**src/verilog/pbpm_pkg.sv**
```systemverilog
// package: constants and carriers for the bridge power-management extension block
package pbpm_pkg;
    // config byte offsets within the capability (base + n)
    localparam logic [7:0] PBPM_CAP_BASE = 8'h34;
    localparam logic [7:0] PBPM_OFS_PWR_CTL = 8'h04;
    localparam logic [7:0] PBPM_OFS_EXT = 8'h06;
    localparam logic [7:0] PBPM_OFS_DATA = 8'h07;
    // field positions
    localparam int PBPM_BIT_BUS_PM_EN = 7;
    localparam int PBPM_BIT_D3_SEL = 6;
    localparam int PBPM_PWR_STATE_LSB = 0;
    localparam int PBPM_DSEL_LSB = 9;
    localparam int PBPM_DSCALE_LSB = 13;
    // reset values
    localparam logic [7:0] PBPM_EXT_RST = 8'h00;
    localparam logic [7:0] PBPM_DATA_RST = 8'h00;
    localparam logic [1:0] PBPM_PWR_STATE_RST = 2'h0;
    localparam logic [3:0] PBPM_DSEL_RST = 4'h0;
    localparam int PBPM_SYNC_STAGES = 3;

    typedef enum logic [1:0] {
        PBPM_D0 = 2'b00,
        PBPM_D1 = 2'b01,
        PBPM_D2 = 2'b10,
        PBPM_D3HOT = 2'b11
    } pbpm_dstate_t;

    // secondary bus state, gray along B0-B1-B2-B3
    typedef enum logic [1:0] {
        PBPM_B0 = 2'b00,
        PBPM_B1 = 2'b01,
        PBPM_B2 = 2'b11,
        PBPM_B3 = 2'b10
    } pbpm_bstate_t;

    typedef enum logic [1:0] {
        PBPM_USB_RESET = 2'b00,
        PBPM_USB_OPER = 2'b01,
        PBPM_USB_RESUME = 2'b11,
        PBPM_USB_SUSPEND = 2'b10
    } pbpm_usb_t;

    // configuration byte access
    typedef struct packed {
        logic rd;
        logic wr;
        logic [7:0] addr;
        logic [7:0] wdata;
    } pbpm_cfg_req_t;

    // secondary bus controls
    typedef struct packed {
        logic clk_stop;
        logic pwr_off;
        logic idle;
    } pbpm_sec_ctl_t;
endpackage

```
**src/verilog/pbpm_sync.sv**
```systemverilog
// three-stage synchroniser for pin straps
`timescale 1ns/100ps
`default_nettype none
module pbpm_sync #(
    parameter int WIDTH = 1
) (
    input wire logic clk_in,
    input wire logic reset_in,
    input wire logic ce_in,
    input wire logic [WIDTH-1:0] d_in,
    output logic [WIDTH-1:0] q_out
);
    logic [WIDTH-1:0] s1_r;
    logic [WIDTH-1:0] s2_r;
    logic [WIDTH-1:0] s3_r;
    always_ff @(posedge clk_in) begin
        if (reset_in) begin
            s1_r <= '0;
            s2_r <= '0;
            s3_r <= '0;
            q_out <= '0;
        end else if (ce_in) begin
            s1_r <= d_in;
            s2_r <= s1_r;
            s3_r <= s2_r;
            // a change counts only once two settled stages agree
            if (s2_r == s3_r) begin
                q_out <= s3_r;
            end
        end
    end
endmodule
`default_nettype wire

```
**src/verilog/pbpm_top.sv**
```systemverilog
// power-management extension byte, data byte and secondary bus control
`timescale 1ns/100ps
`default_nettype none
module pbpm_top #(
    parameter int NUM_SEL = 16
) (
    input wire logic clk_in,
    input wire logic reset_in,
    input wire logic ce_in,
    input wire pbpm_pkg::pbpm_cfg_req_t cfg_in,
    input wire logic d3cold_in,
    input wire logic bus_pm_en_pin_in,
    input wire logic d3_sel_pin_in,
    input wire logic [NUM_SEL*8-1:0] data_table_in,
    input wire logic [NUM_SEL*2-1:0] scale_table_in,
    input wire pbpm_pkg::pbpm_usb_t usb_state_in,
    output logic [7:0] cfg_rdata_out,
    output logic cfg_ack_out,
    output pbpm_pkg::pbpm_sec_ctl_t sec_ctl_out,
    output pbpm_pkg::pbpm_bstate_t bus_state_out,
    output logic usb_run_out
);
    logic [1:0] strap_q;
    logic [7:0] ext_r;
    logic [7:0] data_r;
    logic [1:0] scale_r;
    logic [1:0] pwr_state_r;
    logic [3:0] dsel_r;
    logic d3cold_r;
    logic [7:0] rd_nxt;
    pbpm_pkg::pbpm_bstate_t bstate_nxt;

    ////////////////////////////////////////////////////////////////////////
    // enable and select straps arrive from pins
    pbpm_sync #(.WIDTH(2)) u_sync (
        .clk_in(clk_in),
        .reset_in(reset_in),
        .ce_in(ce_in),
        .d_in({bus_pm_en_pin_in, d3_sel_pin_in}),
        .q_out(strap_q)
    );

    always_ff @(posedge clk_in) begin
        if (reset_in) begin
            ext_r <= pbpm_pkg::PBPM_EXT_RST;
        end else if (ce_in) begin
            ext_r <= {strap_q, 6'h00};
        end
    end

    ////////////////////////////////////////////////////////////////////////
    // power state written and read back
    always_ff @(posedge clk_in) begin
        if (reset_in) begin
            pwr_state_r <= pbpm_pkg::PBPM_PWR_STATE_RST;
        end else if (ce_in && cfg_in.wr &&
                     cfg_in.addr == pbpm_pkg::PBPM_CAP_BASE + pbpm_pkg::PBPM_OFS_PWR_CTL) begin
            pwr_state_r <= cfg_in.wdata[1:0];
        end
    end

    // data select in high byte of the control word
    always_ff @(posedge clk_in) begin
        if (reset_in) begin
            dsel_r <= pbpm_pkg::PBPM_DSEL_RST;
        end else if (ce_in && cfg_in.wr && cfg_in.addr ==
                     pbpm_pkg::PBPM_CAP_BASE + pbpm_pkg::PBPM_OFS_PWR_CTL + 8'h01) begin
            dsel_r <= cfg_in.wdata[4:1];
        end
    end

    // data and scale follow the selected entry
    always_ff @(posedge clk_in) begin
        if (reset_in) begin
            data_r <= pbpm_pkg::PBPM_DATA_RST;
            scale_r <= 2'h0;
        end else if (ce_in) begin
            data_r <= data_table_in[dsel_r*8 +: 8];
            scale_r <= scale_table_in[dsel_r*2 +: 2];
        end
    end

    always_ff @(posedge clk_in) begin
        if (reset_in) begin
            d3cold_r <= 1'b0;
        end else if (ce_in) begin
            d3cold_r <= d3cold_in;
        end
    end

    ////////////////////////////////////////////////////////////////////////
    // read mux; writes to read-only bytes fall through untouched
    always_comb begin
        rd_nxt = 8'h00;
        if (cfg_in.addr == pbpm_pkg::PBPM_CAP_BASE + pbpm_pkg::PBPM_OFS_PWR_CTL) begin
            rd_nxt = {6'h00, pwr_state_r};
        end else if (cfg_in.addr ==
                     pbpm_pkg::PBPM_CAP_BASE + pbpm_pkg::PBPM_OFS_PWR_CTL + 8'h01) begin
            rd_nxt = {1'b0, scale_r, dsel_r, 1'b0};
        end else if (cfg_in.addr == pbpm_pkg::PBPM_CAP_BASE + pbpm_pkg::PBPM_OFS_EXT) begin
            rd_nxt = ext_r;
        end else if (cfg_in.addr == pbpm_pkg::PBPM_CAP_BASE + pbpm_pkg::PBPM_OFS_DATA) begin
            rd_nxt = data_r;
        end
    end

    always_ff @(posedge clk_in) begin
        if (reset_in) begin
            cfg_rdata_out <= 8'h00;
            cfg_ack_out <= 1'b0;
        end else if (ce_in) begin
            cfg_ack_out <= cfg_in.rd | cfg_in.wr;
            cfg_rdata_out <= cfg_in.rd ? rd_nxt : 8'h00;
        end
    end

    ////////////////////////////////////////////////////////////////////////
    // secondary bus state from function state
    always_comb begin
        case (pbpm_dstate_e(pwr_state_r))
            pbpm_pkg::PBPM_D0: bstate_nxt = pbpm_pkg::PBPM_B0;
            pbpm_pkg::PBPM_D1: bstate_nxt = pbpm_pkg::PBPM_B1;
            pbpm_pkg::PBPM_D2: bstate_nxt = pbpm_pkg::PBPM_B2;
            // select only honoured with enable set
            pbpm_pkg::PBPM_D3HOT: bstate_nxt = (ext_r[pbpm_pkg::PBPM_BIT_BUS_PM_EN] &&
                                  !ext_r[pbpm_pkg::PBPM_BIT_D3_SEL]) ?
                                  pbpm_pkg::PBPM_B3 : pbpm_pkg::PBPM_B2;
            default: bstate_nxt = pbpm_pkg::PBPM_B0;
        endcase
        // D3cold: power already gone, bridge does nothing
        if (d3cold_r) begin
            bstate_nxt = pbpm_pkg::PBPM_B3;
        end
    end

    // drive the secondary bus only when enabled
    always_ff @(posedge clk_in) begin
        if (reset_in) begin
            bus_state_out <= pbpm_pkg::PBPM_B0;
            sec_ctl_out <= '0;
        end else if (ce_in) begin
            bus_state_out <= bstate_nxt;
            if (!ext_r[pbpm_pkg::PBPM_BIT_BUS_PM_EN] || d3cold_r) begin
                sec_ctl_out <= '0;
            end else begin
                sec_ctl_out.idle <= (bstate_nxt == pbpm_pkg::PBPM_B1);
                sec_ctl_out.clk_stop <= (bstate_nxt == pbpm_pkg::PBPM_B2) ||
                                        (bstate_nxt == pbpm_pkg::PBPM_B3);
                sec_ctl_out.pwr_off <= (bstate_nxt == pbpm_pkg::PBPM_B3);
            end
        end
    end

    // usb system runs in operational and resume only
    always_ff @(posedge clk_in) begin
        if (reset_in) begin
            usb_run_out <= 1'b0;
        end else if (ce_in) begin
            usb_run_out <= (usb_state_in == pbpm_pkg::PBPM_USB_OPER) ||
                           (usb_state_in == pbpm_pkg::PBPM_USB_RESUME);
        end
    end

    function automatic pbpm_pkg::pbpm_dstate_t pbpm_dstate_e(input logic [1:0] v);
        pbpm_dstate_e = pbpm_pkg::pbpm_dstate_t'(v);
    endfunction
endmodule
`default_nettype wire
```
**config.mk**
```make
export PLATFORM = sky130hd
export DESIGN_NAME = pbpm_top
export DESIGN_NICKNAME = d
export VERILOG_FILES = /design/src/verilog/pbpm_pkg.sv /design/src/verilog/pbpm_sync.sv /design/src/verilog/pbpm_top.sv
export SDC_FILE = /design/constraint.sdc
export NUM_CORES = 1
export LEC_CHECK = 0
export ABC_AREA = 1
export CORE_ASPECT_RATIO = 1.25
export CORE_MARGIN = 5
export CORE_UTILIZATION = 35
export CTS_CLUSTER_DIAMETER = 100
export CTS_CLUSTER_SIZE = 10
export DETAILED_ROUTE_END_ITERATION = 8
export DONT_BUFFER_PORTS = 1
export HOLD_SLACK_MARGIN = 0.08
export PLACE_DENSITY = 0.56
export SLEW_MARGIN = 20
export SYNTH_ARGS = -nofsm -noshare
export SYNTH_HDL_FRONTEND = slang
export SYNTH_HIERARCHICAL = 1
export SYNTH_SLANG_ARGS = --single-unit
```
**constraint.sdc**
```tcl
create_clock -name clk_in -period 2.46 [get_ports clk_in]
set_input_delay 0.369 -clock clk_in [delete_from_list [all_inputs] [get_ports clk_in]]
set_output_delay 0.369 -clock clk_in [all_outputs]
set_load 0.02 [all_outputs]
```
# Yosys cells after proc, flatten, opt, wreduce, memory -nomap -nowiden
# Cells that the tools add are included.
[word_totals] regBits=42 latchBits=0 ramBits=0 romBits=0 inputBits=186 elab_cells=53 mem_count=0
[op_classes] addsub=0 mul=0 div=0 order_cmp=0 n_eq_ne=13 shift=2 mux=9 n_bitwise=1 n_reduce_logical=11
[op_table] op="$shiftx A128 B8 Y8" n=1
[op_table] op="$mux W8" n=5
[op_table] op="$eq A8 B6 Y1 const B" n=4
[op_table] op="$shiftx A32 B6 Y2" n=1
[op_table] op="$eq A2 B2 Y1 const B" n=5
[op_table] op="$pmux W2 S4" n=1
[op_table] op="$eq A2 B1 Y1 const B" n=3
[op_table] op="$logic_and A1 B1 Y1" n=4
[op_table] op="$logic_or A1 B1 Y1" n=3
[op_table] op="$mux W3" n=1
[op_table] op="$eq A2 B2 Y1" n=1
[op_table] op="$logic_not A1 Y1" n=2
[op_table] op="$logic_not A2 Y1" n=1
[op_table] op="$mux W2" n=1
[op_table] op="$reduce_and A2 Y1" n=1
[op_table] op="$mux W1" n=1
[op_table] op="$or A1 B1 Y1" n=1

# Depth between registers and ports, before layout
[depth] word_depth=8 ltp_mapped=11 ltp_nobuf=9

# Cells and area by module
# Netlist, hierarchy kept.
[by_module_without_submodules] mod="pbpm_top" n_inst=1 cells_each=575 area_each_um2=3088.0 seq_area_each_um2=680.7
[by_module_without_submodules] mod="pbpm_sync" n_inst=1 cells_each=43 area_each_um2=335.3 seq_area_each_um2=160.2

# Worst setup path before layout
# No wires, ideal clock.
[synth_timing] kind="in2reg" start="input port cfg_in[15] (netlist name)" end="register pwr_state_r[0]" setup_ns=0.119 arrival_ns=1.074 t_required_ns=2.341 setup_slack_ns=1.267 stages=7 path_buffers=1 cell_sequence="nor2_1 > nand2_1 > inv_1 > buf_4 > nand3_1 > o21ai_0 > a21oi_1"
[synth_between] elab_chain_cells=2
[synth_lines] element="from (decl)" line="pbpm_top.sv:10" source="input wire pbpm_pkg::pbpm_cfg_req_t cfg_in,"
[synth_lines] element="$eq A8 B6 Y1" line="pbpm_top.sv:57" source="cfg_in.addr == pbpm_pkg::PBPM_CAP_BASE + pbpm_pkg::PBPM_OFS_PWR_CTL) begin"
[synth_lines] element="$logic_and A1 B1 Y1" line="pbpm_top.sv:56" source="end else if (ce_in && cfg_in.wr &&"
[synth_lines] element="to (signal assigned)" line="pbpm_top.sv:55" source="pwr_state_r <= pbpm_pkg::PBPM_PWR_STATE_RST;"
[synth_lines] element="to (signal assigned)" line="pbpm_top.sv:58" source="pwr_state_r <= cfg_in.wdata[1:0];"
[synth_lines] element="to (decl)" line="pbpm_top.sv:27" source="logic [1:0] pwr_state_r;"
# No other way between the ends.
# A chain may end at the register's enable or synchronous reset.

# Worst setup path in the final report
[layout_timing] start="register dsel_r[0]" end="register data_r[3]"
[layout_between] elab_chain_cells=1
[layout_lines] element="from (decl)" line="pbpm_top.sv:28" source="logic [3:0] dsel_r;"
[layout_lines] element="from (signal assigned)" line="pbpm_top.sv:65" source="dsel_r <= pbpm_pkg::PBPM_DSEL_RST;"
[layout_lines] element="from (signal assigned)" line="pbpm_top.sv:68" source="dsel_r <= cfg_in.wdata[4:1];"
[layout_lines] element="$shiftx A128 B8 Y8" line="pbpm_top.sv:78" source="data_r <= data_table_in[dsel_r*8 +: 8];"
[layout_lines] element="to (signal assigned)" line="pbpm_top.sv:75" source="data_r <= pbpm_pkg::PBPM_DATA_RST;"
[layout_lines] element="to (signal assigned)" line="pbpm_top.sv:78"
[layout_lines] element="to (decl)" line="pbpm_top.sv:25" source="logic [7:0] data_r;"
# No other way between the ends.

==> impl_results.md <==
* Status: completed
* Clock latency on the worst-skew pair at 290 ps
* Post-Route WL at between 10 and 15 mm
* CP cell instances: buf_4, nand2_1, nand3_1, nand3_1, nand2_1, nand2_1, nand3_1, nand2_1, inv_1
* DRC Markers at 0
* Hold Crit Depth at 1
* WP data required at 2700 ps
* Die height at 121 um
* Slew @ Worst Pin at between 700 and 800 ps
* Post-synthesis sequential area ratio at 0.246
* Die Wd at about 98 um
* Share of cells above drive strength 1 at 0.0324
* Worst Setup End Kind: register
* Initial antenna violation count at 0
* Crit start category: register
* Metal-1 WL at approximately 4.4 mm
* Hold-fix buffers, CTS at 0
* Crit path DAT at slightly above 2000 ps
* Maximum clock path buffer count at 2
* Clock root cell: clkbuf_16
* Core area at 0.00961 mm^2
* FILL cells at between 1000 and 1500
* Largest net degree at the start of global routing at 82
* Total Routing Usage GR at 0.178
* Ports at around 200
* Initial core utilization at 0.356
* Die area at ~0.012 mm^2
* Total power at about 1.7 mW
* Min-Delay Startpoint: reset_in
* Vias in the first global route at roughly 3700
* CP Max Fanout at 80
* #FFs+latches synth at 42
* Post-cts sizing count at 0
* Post-Route Utilization at 0.363
* GRT overflow at 0
* Starting DRC count in detailed routing at ~200
* Largest stage delay on the critical path at around 580 ps
* CTS clk-pin slew, worst paths at 60 ps
* Highest Signal Layer: met4
* Crit path buffers/inverters at 2
* Synth Instances at between 600 and 700
* RSZ-0062 raised after global routing: no
* F_max at between 500 and 600 MHz
* Pwr Density at roughly 470 mW/mm^2
* Hold slack at between 100 and 150 ps
* Tightest Hold Check Type: input port to register
* DR WL met2 at roughly 5.5 mm
* TNS Setup at 0 ps
* Port-buffer cells at 0
* Clock Skews at between 7 and 8 ps
* Cell Area, Placed at approximately 0.0033 mm^2
* First-pass GRT wire length at about 17 mm
* Final nets at 772
* Clock Sinks at 42
* Syn Nets at about 800
* CTS H-tree lvls at 2
* Via count at between 3000 and 4000
* CP max stage cell: buf_4
* Final hold violation count at 0
* Synth warn at 6
* Final Cell Area at 0.00349 mm^2
* FP Rows at 40
* Flop2flop setup slack at 640 ps
* Critical path origin: dsel_r[0]$_SDFFE_PP0P_
* Final setup viols at 0
* CTS tree: built
* Distinct cells, synth at 21
* Syn Area/Cell at around 5.5 um^2
* Slew headroom at 0.492
* VDD IR max at approximately 0.00024 V
* Met3 WL post-DR at ~900 um
* Mapped Area at ~0.0034 mm^2
* Num CTS Buffers at 5
* Pleak at 1.61 nW
* Family with the most delay on the worst path: simple AND/OR/NAND/NOR gates
* Worst flop-to-flop path startpoint: dsel_r[0]$_SDFFE_PP0P_
* Worst r2r dst: data_r[3]$_SDFFE_PP0P_
* Vias per cell at 5.41
* Most frequent CP cell: nand2_1
* Max-cap violations at 0
* Number of setup buffers added after CTS at 0
* Setup CP Type: register to register
* Fin. max-slew vios at 0
* Pre-antenna DRT Iters at 6
* DP HPWL at a little under 9 mm
* Syn-to-layout area delta at 2.01%
* R2R cell count at 9
* Tmin final at 1820 ps
* Routed length per instance at between 15 and 20 um
* Hold path endpoint: cfg_rdata_out[1]$_SDFFE_PP0P_
* Antenna cell count at 0
* Routed Antenna Nets at 0
* GPL Wtd Cong at ~0.83
* Period utilization at 0.738
[how the worst max path moves through the flow]
stage                                  endpoint  slack [ps]  depth (start not counted)
floorplan           pwr_state_r[0]$_SDFFE_PP0P_        1270                          7
global placement         data_r[3]$_SDFFE_PP0P_         700                          9
detailed placement       data_r[3]$_SDFFE_PP0P_         680                          9
CTS                      data_r[3]$_SDFFE_PP0P_         660                          9
global route             data_r[3]$_SDFFE_PP0P_         400                          9
finish                   data_r[3]$_SDFFE_PP0P_         640                          9
[cells in the mapped netlist]
master,n,area (um^2)
o211ai_1,1,7.51
nand4_1,5,31.3
buf_4,10,75.1
buf_6,10,113
inv_8,1,11.3
nor2_2,1,6.26
inv_1,34,128
nor2_1,38,143
nand2_4,1,11.3
nand2_2,2,12.5
clkbuf_1,11,41.3
nand2_1,250,938
a21oi_1,29,145
buf_1,1,3.75
dfxtp_1,42,841
clkinv_2,1,5.00
nor3_1,1,5.00
nand3_1,148,741
o21ai_0,21,105
nand3_2,1,10.0
buf_2,10,50.1
[flip-flops by register name (all words and copies together) (netlist names), 3 cells and up]
name,count
cfg_rdata_out,8
dsel_r,4
sec_ctl_out,3
data_r,8
[final cells by class]
| class | instances | area [um^2] | area share |
|---|---|---|---|
| tap | 126 | 158 | 0.0451 |
| inverter | 36 | 144 | 0.0412 |
| multi-input combinational | 498 | 2160 | 0.617 |
| sequential | 42 | 842 | 0.241 |
| timing repair buffer | 3 | 22.5 | 0.00645 |
| clock inverter | 3 | 45.0 | 0.0129 |
| clock buffer | 5 | 125 | 0.0358 |
[metrics by stage]
stage / cells / setup slack [ps]
final: 713 / 644
after CTS: 713 / 658
after detailed placement: 705 / 677
after global routing: 713 / 397
after global placement: 705 / 702
after floorplan: 618 / 1270
[where the power goes]
part | switching [mW] | internal (mW)
sequential | 0.0222 | 0.706
combinational | 0.103 | 0.0663
clock | 0.276 | 0.478
[worst reg2reg max path, delay by kind of cell (launching register included)]
kind | cells | cell delay (ps)
and+or+nand+nor | 7 | 750
buffers and inverters | 2 | 620
DFF | 1 | 390
[routing by layer]
layer,vias to the layer above,GRT usage
met5,-,0
met4,0,0.0581
met3,25,0.0364
met2,184,0.314
met1,1721,0.213
li1,1928,-
[kinds of logic after synthesis]
| kind of cell | after synthesis | synth area share |
|---|---|---|
| buf+inv | 78 | 0.125 |
| flops | 42 | 0.246 |
| simple gates | 447 | 0.554 |
| compound gates | 51 | 0.0753 |
[placed cells by master (no fill, tap or decap)]
cell          n
dfxtp_1      41
buf_4         3
nor3_1        1
clkbuf_16     5
nand2_4       1
nand2_1     250
dfxtp_2       1
nand3_1     148
inv_8         1
o21ai_0      21
o211ai_1      1
nand2_2       2
nand3_2       1
clkinv_2      1
a21oi_1      29
nand4_1       5
inv_1        34
nor2_1       38
bufinv_16     1
clkinvlp_4    2
nor2_2        1
(Power assumes the default switching activity.)
